**src/inc/pced_pkg.sv**
```systemverilog
/*
  Constants for the pin change edge detector: register byte offsets,
  field positions and the reset value.
  Assumes a 32-bit APB slave with one aligned word per register.
*/
package pced_pkg;
  localparam int unsigned ADDR_W = 6;
  localparam logic [5:0] OFF_PORTA_RISE = 6'h00;
  localparam logic [5:0] OFF_PORTA_FALL = 6'h04;
  localparam logic [5:0] OFF_PORTA_FLAGS = 6'h08;
  localparam logic [5:0] OFF_PORTB_RISE = 6'h0C;
  localparam logic [5:0] OFF_PORTB_FALL = 6'h10;
  localparam logic [5:0] OFF_PORTB_FLAGS = 6'h14;
  localparam logic [5:0] OFF_PORTC_RISE = 6'h18;
  localparam logic [5:0] OFF_PORTC_FALL = 6'h1C;
  localparam logic [5:0] OFF_PORTC_FLAGS = 6'h20;
  localparam logic [5:0] OFF_PORTE_RISE = 6'h24;
  localparam logic [5:0] OFF_PORTE_FALL = 6'h28;
  localparam logic [5:0] OFF_PORTE_FLAGS = 6'h2C;
  localparam logic [5:0] OFF_SUMMARY = 6'h30;
  localparam int unsigned PORTE_PIN = 3;
  localparam logic [7:0] PORTE_MASK = 8'h08;
  localparam logic [7:0] RESET_VAL = 8'h00;
endpackage

```
**src/hw/pced_top.sv**
```systemverilog
/*
  Pin change edge detector: three eight-bit ports and pin 3 of port E,
  with rising and falling enables and sticky flags behind an APB slave.
  Assumes pins are asynchronous to clk_sys; the interrupt unit consumes
  the summary flag and applies its own enable.
*/
// The implementer's own choices: the APB register port and the register offsets.
// Function
// - A set rising enable makes a low-to-high pin transition a qualifying event.
// - A set falling enable makes a high-to-low pin transition a qualifying event.
// - A rising edge with rising enable set sets the pin's flag.
// - A falling edge with falling enable set sets the flag; both enables catch both edges.
// - Any enabled edge also raises the shared summary flag.
// - With both enables clear no transition sets the flag.
// - A set flag stays 1 until software writes 0 to it.
// - Flags are software readable and writable and hardware settable on their own path.
// - All enables and flags reset to 0 on every reset.
// - Ports A, B and C each have eight enables of each kind and eight flags, bit n for pin n.
// - On port E only pin 3 detects edges, at bit 3 of each register.
// - Unimplemented port E bits ignore writes and read as 0.
// - Detection and flags work regardless of the global interrupt enable.
// - An edge during a clearing write leaves its flag set.
// - The summary flag is the OR of all per-pin flags.
module pced_top (
  input wire logic clk_sys,
  input wire logic sys_rst,
  input wire logic psel,
  input wire logic penable,
  input wire logic pwrite,
  input wire logic [31:0] paddr,
  input wire logic [31:0] pwdata,
  input wire logic [3:0] pstrb,
  output logic [31:0] prdata,
  output logic pready,
  output logic pslverr,
  input wire logic [7:0] porta_pin_n,
  input wire logic [7:0] portb_pin_n,
  input wire logic [7:0] portc_pin_n,
  input wire logic porte_pin3,
  output logic pin_change_summary_flag
);
  // Per-port state, index 0..3 for ports A, B, C and E
  logic [7:0] rise_en [4];
  logic [7:0] fall_en [4];
  logic [7:0] flags [4];
  logic [7:0] next_flags [4];
  logic [3:0] wr_rise;
  logic [3:0] wr_fall;
  logic [3:0] wr_flag;
  logic setup_phase;
  logic access_phase;
  logic rd_setup;
  logic wr_acc;
  logic [5:0] addr;
  logic addr_ok;
  logic [7:0] rd_byte;
  logic next_summary;
  logic next_pready;
  logic next_pslverr;
  logic [31:0] next_prdata;

  // Bus phases and address check
  assign addr = paddr[5:0];
  assign setup_phase = psel && !penable;
  assign access_phase = psel && penable;
  assign rd_setup = setup_phase && !pwrite;
  assign addr_ok = (paddr[31:6] == 26'h0) && (addr[1:0] == 2'h0) &&
    (addr <= pced_pkg::OFF_SUMMARY);
  // Writes commit only at the access edge and only with the low byte strobed
  assign wr_acc = access_phase && pready && pwrite && pstrb[0] && addr_ok;

  // One write strobe per register; the summary address takes no write
  always_comb begin
    wr_rise = 4'h0;
    wr_fall = 4'h0;
    wr_flag = 4'h0;
    if (wr_acc) begin
      case (addr)
        pced_pkg::OFF_PORTA_RISE: begin
          wr_rise[0] = 1'b1;
        end
        pced_pkg::OFF_PORTA_FALL: begin
          wr_fall[0] = 1'b1;
        end
        pced_pkg::OFF_PORTA_FLAGS: begin
          wr_flag[0] = 1'b1;
        end
        pced_pkg::OFF_PORTB_RISE: begin
          wr_rise[1] = 1'b1;
        end
        pced_pkg::OFF_PORTB_FALL: begin
          wr_fall[1] = 1'b1;
        end
        pced_pkg::OFF_PORTB_FLAGS: begin
          wr_flag[1] = 1'b1;
        end
        pced_pkg::OFF_PORTC_RISE: begin
          wr_rise[2] = 1'b1;
        end
        pced_pkg::OFF_PORTC_FALL: begin
          wr_fall[2] = 1'b1;
        end
        pced_pkg::OFF_PORTC_FLAGS: begin
          wr_flag[2] = 1'b1;
        end
        pced_pkg::OFF_PORTE_RISE: begin
          wr_rise[3] = 1'b1;
        end
        pced_pkg::OFF_PORTE_FALL: begin
          wr_fall[3] = 1'b1;
        end
        pced_pkg::OFF_PORTE_FLAGS: begin
          wr_flag[3] = 1'b1;
        end
        default: begin
          wr_rise = 4'h0;
        end
      endcase
    end
  end

  // Read data of the addressed register
  always_comb begin
    rd_byte = 8'h00;
    case (addr)
      pced_pkg::OFF_PORTA_RISE: begin
        rd_byte = rise_en[0];
      end
      pced_pkg::OFF_PORTA_FALL: begin
        rd_byte = fall_en[0];
      end
      pced_pkg::OFF_PORTA_FLAGS: begin
        rd_byte = flags[0];
      end
      pced_pkg::OFF_PORTB_RISE: begin
        rd_byte = rise_en[1];
      end
      pced_pkg::OFF_PORTB_FALL: begin
        rd_byte = fall_en[1];
      end
      pced_pkg::OFF_PORTB_FLAGS: begin
        rd_byte = flags[1];
      end
      pced_pkg::OFF_PORTC_RISE: begin
        rd_byte = rise_en[2];
      end
      pced_pkg::OFF_PORTC_FALL: begin
        rd_byte = fall_en[2];
      end
      pced_pkg::OFF_PORTC_FLAGS: begin
        rd_byte = flags[2];
      end
      pced_pkg::OFF_PORTE_RISE: begin
        rd_byte = rise_en[3];
      end
      pced_pkg::OFF_PORTE_FALL: begin
        rd_byte = fall_en[3];
      end
      pced_pkg::OFF_PORTE_FLAGS: begin
        rd_byte = flags[3];
      end
      pced_pkg::OFF_SUMMARY: begin
        rd_byte = {7'h00, pin_change_summary_flag};
      end
      default: begin
        rd_byte = 8'h00;
      end
    endcase
  end

  // Ports A, B and C use all eight pins, bit n for pin n
  pced_port_cell #(
    .WIDTH(8),
    .IMPL(8'hFF)
  ) u_porta (
    .clk_sys(clk_sys),
    .sys_rst(sys_rst),
    .pin_level(porta_pin_n),
    .wr_data(pwdata[7:0]),
    .wr_rise(wr_rise[0]),
    .wr_fall(wr_fall[0]),
    .wr_flag(wr_flag[0]),
    .rise_en(rise_en[0]),
    .fall_en(fall_en[0]),
    .flags(flags[0]),
    .next_flags(next_flags[0])
  );

  pced_port_cell #(
    .WIDTH(8),
    .IMPL(8'hFF)
  ) u_portb (
    .clk_sys(clk_sys),
    .sys_rst(sys_rst),
    .pin_level(portb_pin_n),
    .wr_data(pwdata[7:0]),
    .wr_rise(wr_rise[1]),
    .wr_fall(wr_fall[1]),
    .wr_flag(wr_flag[1]),
    .rise_en(rise_en[1]),
    .fall_en(fall_en[1]),
    .flags(flags[1]),
    .next_flags(next_flags[1])
  );

  pced_port_cell #(
    .WIDTH(8),
    .IMPL(8'hFF)
  ) u_portc (
    .clk_sys(clk_sys),
    .sys_rst(sys_rst),
    .pin_level(portc_pin_n),
    .wr_data(pwdata[7:0]),
    .wr_rise(wr_rise[2]),
    .wr_fall(wr_fall[2]),
    .wr_flag(wr_flag[2]),
    .rise_en(rise_en[2]),
    .fall_en(fall_en[2]),
    .flags(flags[2]),
    .next_flags(next_flags[2])
  );

  // Port E: only bit 3 is built, the other bits stay 0
  pced_port_cell #(
    .WIDTH(8),
    .IMPL(pced_pkg::PORTE_MASK)
  ) u_porte (
    .clk_sys(clk_sys),
    .sys_rst(sys_rst),
    .pin_level({4'h0, porte_pin3, 3'h0}),
    .wr_data(pwdata[7:0]),
    .wr_rise(wr_rise[3]),
    .wr_fall(wr_fall[3]),
    .wr_flag(wr_flag[3]),
    .rise_en(rise_en[3]),
    .fall_en(fall_en[3]),
    .flags(flags[3]),
    .next_flags(next_flags[3])
  );

  // Summary tracks the flag state loaded at the same edge
  assign next_summary = |{next_flags[0], next_flags[1], next_flags[2],
    next_flags[3]};

  always_ff @(posedge clk_sys or posedge sys_rst) begin
    if (sys_rst) begin
      pin_change_summary_flag <= 1'b0;
    end else begin
      pin_change_summary_flag <= next_summary;
    end
  end

  // APB answer: zero wait states, error on an unmapped or misaligned address
  assign next_pready = setup_phase;
  assign next_pslverr = setup_phase && !addr_ok;

  always_comb begin
    next_prdata = 32'h0000_0000;
    if (rd_setup && addr_ok) begin
      next_prdata = {24'h000000, rd_byte};
    end
  end

  // Ready pulses in the access cycle of every transfer
  always_ff @(posedge clk_sys or posedge sys_rst) begin
    if (sys_rst) begin
      pready <= 1'b0;
    end else begin
      pready <= next_pready;
    end
  end

  always_ff @(posedge clk_sys or posedge sys_rst) begin
    if (sys_rst) begin
      pslverr <= 1'b0;
    end else begin
      pslverr <= next_pslverr;
    end
  end

  // Read data stands only in the access cycle
  always_ff @(posedge clk_sys or posedge sys_rst) begin
    if (sys_rst) begin
      prdata <= 32'h0000_0000;
    end else begin
      prdata <= next_prdata;
    end
  end
endmodule

// Two-flop synchroniser; nothing else reads its first stage
module pced_sync2 #(
  parameter int unsigned WIDTH = 8
) (
  input wire logic clk_sys,
  input wire logic sys_rst,
  input wire logic [WIDTH-1:0] async_in,
  output logic [WIDTH-1:0] sync_out
);
  logic [WIDTH-1:0] stage1;

  always_ff @(posedge clk_sys or posedge sys_rst) begin
    if (sys_rst) begin
      stage1 <= {WIDTH{1'b0}};
    end else begin
      stage1 <= async_in;
    end
  end

  always_ff @(posedge clk_sys or posedge sys_rst) begin
    if (sys_rst) begin
      sync_out <= {WIDTH{1'b0}};
    end else begin
      sync_out <= stage1;
    end
  end
endmodule

// Edge detection, enables and sticky flags for the pins of one port
module pced_port_cell #(
  parameter int unsigned WIDTH = 8,
  parameter logic [WIDTH-1:0] IMPL = {WIDTH{1'b1}}
) (
  input wire logic clk_sys,
  input wire logic sys_rst,
  input wire logic [WIDTH-1:0] pin_level,
  input wire logic [WIDTH-1:0] wr_data,
  input wire logic wr_rise,
  input wire logic wr_fall,
  input wire logic wr_flag,
  output logic [WIDTH-1:0] rise_en,
  output logic [WIDTH-1:0] fall_en,
  output logic [WIDTH-1:0] flags,
  output logic [WIDTH-1:0] next_flags
);
  logic [WIDTH-1:0] sync2;
  logic [WIDTH-1:0] prev;
  logic [WIDTH-1:0] edge_hit;
  localparam logic [WIDTH-1:0] RST = WIDTH'(pced_pkg::RESET_VAL);

  // Pin levels cross into clk_sys before any logic reads them
  pced_sync2 #(
    .WIDTH(WIDTH)
  ) u_sync (
    .clk_sys(clk_sys),
    .sys_rst(sys_rst),
    .async_in(pin_level),
    .sync_out(sync2)
  );

  // Previous sample for edge comparison
  always_ff @(posedge clk_sys or posedge sys_rst) begin
    if (sys_rst) begin
      prev <= RST;
    end else begin
      prev <= sync2;
    end
  end

  // Edge qualification, independent of any interrupt enable
  assign edge_hit = ((rise_en & sync2 & ~prev) |
    (fall_en & ~sync2 & prev)) & IMPL;

  // Unbuilt bits never store a 1
  always_ff @(posedge clk_sys or posedge sys_rst) begin
    if (sys_rst) begin
      rise_en <= RST;
    end else if (wr_rise) begin
      rise_en <= wr_data & IMPL;
    end
  end

  always_ff @(posedge clk_sys or posedge sys_rst) begin
    if (sys_rst) begin
      fall_en <= RST;
    end else if (wr_fall) begin
      fall_en <= wr_data & IMPL;
    end
  end

  // Hardware set is ORed over the written value so a coincident edge wins
  assign next_flags = (wr_flag ? (wr_data & IMPL) : flags) |
    edge_hit;

  always_ff @(posedge clk_sys or posedge sys_rst) begin
    if (sys_rst) begin
      flags <= RST;
    end else begin
      flags <= next_flags;
    end
  end
endmodule

```
**config.mk**
```make
export PLATFORM = sky130hd
export DESIGN_NAME = pced_top
export DESIGN_NICKNAME = d
export VERILOG_FILES = /design/src/inc/pced_pkg.sv /design/src/hw/pced_top.sv
export SDC_FILE = /design/constraint.sdc
export NUM_CORES = 1
export LEC_CHECK = 0
export BUFFER_PORTS_ARGS = -buffer_cell sky130_fd_sc_hd__buf_2
export CAP_MARGIN = 20
export CORE_MARGIN = 3
export CORE_UTILIZATION = 40
export DETAILED_ROUTE_END_ITERATION = 7
export GPL_ROUTABILITY_DRIVEN = 0
export MAX_ROUTING_LAYER = met4
export PLACE_DENSITY = 0.61
export RECOVER_POWER = 50
export SLEW_MARGIN = 20
export SYNTH_ARGS = -nofsm -noshare
export SYNTH_HDL_FRONTEND = slang
export SYNTH_SLANG_ARGS = --single-unit
```
**constraint.sdc**
```tcl
create_clock -name clk_sys -period 8.1 [get_ports clk_sys]
set_input_delay 2.43 -clock clk_sys [delete_from_list [all_inputs] [get_ports clk_sys]]
set_output_delay 2.43 -clock clk_sys [all_outputs]
set_load 0.02 [all_outputs]
```
; ---- Word-level counts from Yosys, hierarchy flattened
; Cells that the tools add are included.
; W data, S select, Z words.
[totals]
word_cells = 112
output_inout_bits = 35
register_bits = 192
[op_classes]
n_lt_le_gt_ge = 1
n_eq_ne = 12
bitwise = 32
muxes = 21
n_reduce_logical = 18
[ops]
columns = op, n
row1 = $pmux W8 S13, 1
row2 = $and A8 B8 Y8, 12
row3 = $not A8 Y8, 6
row4 = $or A8 B8 Y8, 6
row5 = $mux W8, 5
row6 = $reduce_or A32 Y1, 1
row7 = $eq A6 B6 Y1 const B, 5
row8 = $logic_not A26 Y1, 1
row9 = $eq A6 B5 Y1 const B, 4
row10 = $and A4 B4 Y4, 4
row11 = $eq A6 B4 Y1 const B, 2
row12 = $mux W1, 12
row13 = $mux W4, 3
row14 = $logic_and A1 B1 Y1, 11
row15 = $not A4 Y4, 2
row16 = $or A8 B4 Y8, 1
row17 = $eq A6 B3 Y1 const B, 1
row18 = $le A6 B6 Y1 const B, 1
row19 = $logic_not A6 Y1, 1
row20 = $or A4 B4 Y4, 1
row21 = $logic_not A1 Y1, 3
row22 = $logic_not A2 Y1, 1

; ---- Depth between registers and ports, before layout
[depth]
word_depth = 9
depth_mapped = 9
depth_no_buf = 7

; ---- Modules after synthesis
; Synthesis repeated with hierarchy kept, for this count alone.
[hier_totals]
cells_unflattened = 572
area_unflattened_um2 = 7739.9
[modules_own_cells]
columns = mod, cells_each, n_inst, area_each_um2, seq_area_each_um2
row1 = pced_port_cell (u_porta ...), 84, 3, 1310.0, 800.8
row2 = pced_top, 212, 1, 1692.9, 275.3
row3 = pced_sync2, 17, 4, 404.1, 400.4
row4 = pced_port_cell (u_porte), 40, 1, 500.5, 275.3

; ---- Worst setup path after synthesis
; OpenSTA, ideal clock, no wires.
[synth_path]
path_kind = input-to-reg
startpoint = input paddr[2]
endpoint = register pin_change_summary_flag
path_buffers = 1
arrival_ns = 4.548
setup_time_ns = 0.140
cell_stages = 8
t_required_ns = 7.960
slack_ns = 3.413
path_cell_list = or4b_1 -> buf_2 -> nor4_4 -> a31oi_1 -> a211o_1 -> or4_1 -> nor4_1 -> nand4_1
[synth_lines]
columns = element, line_no
row1 = from (decl), pced_top.sv:30  ; input wire logic [31:0] paddr,
row2 = to (signal assigned), pced_top.sv:249  ; pin_change_summary_flag <= next_summary;
row3 = to (decl), pced_top.sv:40  ; output logic pin_change_summary_flag

==> metrics <==
outcome=finished with violations; failing checks=max-capacitance violations, max-slew violations; Post-CTS Hold Fix Bufs=0; dpl cell area=7340 µm²; crit path kind=input pin to register; worst hold-check path type=register to register; CTS tree=yes; latest clock arrival within the worst-skew pair=0.43 ns; area of the mapped netlist=6820 µm²; final setup fails=0; Clk pin slew, worst setup/hold paths=~0.06 ns; CP peak stage delay=0.82 ns; Max clock buf depth=2; # nets final=between 700 and 800; Routed Antenna Nets=0; Avg Synthesized Cell Area=~12 µm²; first-pass GRT wire length=approximately 27000 µm; fin crit share=roughly two thirds; Critical Path Slowest Stage Cell=nor2_1; die footprint=between 15000 and 20000 µm²; Total Routing Usage GR=between 20 and 25%; TritonRoute pass-1 iters=5; setup TNS=0 ns; Min-Delay Path Depth=0; buffer count from post-CTS setup fixing=0; clock power share=a little under half; #FFs+latches synth=between 150 and 200; DR WL/cell=about 20 µm; peak supply drop=around 0.14 mV; Max FO, Critical Path=10; critical path required time=between 8 and 9 ns; worst path cell trace=buf_2 > or4b_2 > nor2_1 > nand4_1 > o211ai_1 > nor4_1 > and4b_1 > nand4_1; clock skew=between 0.005 and 0.006 ns; htree depth=4; die width=137 µm; Sw Ratio=between 20% and 30%; Final Hold Fails=0; n_diodes=0; WL final=roughly 18000 µm; CTS buffer count=17; Area growth syn-to-layout=16.5%; Starting Density=approximately two fifths; Internal Power=1.39 mW; Max Cap Viol=1; vias=between 4000 and 5000; depth of the most critical reg-to-reg path=7; clk sink count=168; FP Rows=47; CTS-repair resized insts=0; sequential share of power=between 40% and 50%; final instance area=approximately 8000 µm²; Residual DRC=0; port buffer count=81; NetSw=about 390 µW; Top FF cell, synth=dfrtp_1; normalized max-slew margin=-151%; Slew Limit Fails=88; initial antenna violation count=0; Gate power share=3.9%; vias in the first global route=approximately 5000; gr ovfl total=0; worst-margin pin slew=approximately 3.7 ns; pwr dens=roughly 220 nW/µm²; crit path time final=about 5.3 ns; Die Y=about 140 µm; Mapped Cells=roughly 580; Distinct cells, synth=50; Syn. warnings=0; WP data arrival=roughly 5.6 ns; share of layout cells above drive strength 1=about a fifth; sequential area share after synthesis=between 60% and 70%; Core ar.=16600 µm²; Root Driver=clkbuf_16; fraction of registers with async set/reset=100%; top-level port count=133; DR iter-0 viols=about 540; drt via density=between 5 and 6; Post-synth EDFFs=0; pin count of the biggest net entering global routing=88; fmax=roughly 0.19 GHz; Lkg Pwr=3.49 nW; Setup crit start kind=input pin; CP endpoint kind=register; cell mode on critical path=nand4_1; unrepaired setup endpoints after global routing=false; post-DP HPWL=approximately 12000 µm
==> stage by stage <==
step           cells  util, %  total power [mW]  setup WS (ns)  hold WS (ns)
5_1_grt          890     47.7              1.84           2.50         0.352
6_report         890     47.7              1.78           2.84         0.345
3_3_place_gp     858     44.1             0.953           2.56         0.332
3_5_place_dp     858     44.1             0.954           2.54         0.335
2_1_floorplan    599        -             0.929           1.12         0.331
4_1_cts          890     47.8              1.80           2.98         0.348
==> power groups by stage <==
stage	logic (mW)	registers (mW)	clock network, mW
6_report	0.0694	0.869	0.839
3_5_place_dp	0.0704	0.884	0
4_1_cts	0.0709	0.869	0.856
3_3_place_gp	0.0694	0.883	0
2_1_floorplan	0.0472	0.882	0
5_1_grt	0.0783	0.871	0.888
==> worst max-delay path: cells and delay by family <==
family	cells	cell delay, ns
buf+inv	1	0.15
compound gates	1	0.49
simple gates	6	2.56
==> final cells by class <==
type	instances	area, µm²
fillers	1536	8700
well taps	220	275
repair buffers	83	409
flip-flops and latches	168	4200
multi-input cells	369	2370
clock buffers	22	474
clock inverters	10	143
inverters	18	68.8
==> metal layers <==
layer	vias to the layer above	part of all wire [%]	routed length (µm)	GRT usage, %
met5	-	0	0	-
met4	0	2.7	482	8.68
met3	35	9.8	1740	6.36
met2	272	45	7980	29.5
met1	2427	42	7490	26.6
li1	2200	-	-	-
==> cell usage in the layout (no fill, tap or decap), types with 4 or more instances in the layout <==
cell       count
o211ai_1       8
and3_1         5
nand3_1        8
clkbuf_1      14
nor2_1        25
o31ai_1        4
nand4_1        7
inv_1         17
clkbuf_16     17
nor4_1        13
a221oi_1       5
a31oi_1       10
conb_1        24
a22o_1         4
o31a_1         4
a21oi_1       10
o22ai_1        4
mux2i_1       14
nor2b_1        9
buf_2         69
mux2_2        30
and4_1         4
o21ai_0       28
a222oi_1       6
nand3b_1       9
a211o_1        7
dfrtp_1      168
o22a_1         9
a22oi_1       12
nand2_1       82
==> synth_stat cells (all sizes together) (10+ instances only) <==
library cell | count | area (µm²)
mux2i | 14 | 140
nand2 | 82 | 308
inv | 18 | 67.6
a31oi | 10 | 62.6
o21ai | 28 | 140
mux2 | 30 | 338
nor2 | 26 | 105
nor4 | 16 | 136
a22oi | 12 | 90.1
buf | 28 | 203
clkbuf | 16 | 60.1
dfrtp | 168 | 4200
a21oi | 10 | 50.1
==> logic make-up (layout without fill, tap and decap cells) <==
family	Yosys count	in the layout	share of synthesized area [%]
simple gates	184	184	14.2
compound gates	116	116	11.9
buf+inv	62	133	4.85
mux	45	45	7.34
flops	168	168	61.7
other cells	1	24	0.0550
==> worst paths after layout <==
check | start | endpoint | slack (ns)
worst max-delay path | paddr[3] | pin_change_summary_flag | 2.84
worst min-delay path | u_porta.u_sync.stage1[0] | u_porta.u_sync.sync_out[0] | 0.35
worst max register to register | pready | pin_change_summary_flag | 5.18
worst min register to register | u_porta.u_sync.stage1[0] | u_porta.u_sync.sync_out[0] | 0.35
max in group asynchronous | sys_rst | u_portb.rise_en[1] | 3.15
min in group asynchronous | sys_rst | u_portb.u_sync.stage1[4] | 3.10
No activity file was read; power rests on OpenSTA's default activity.
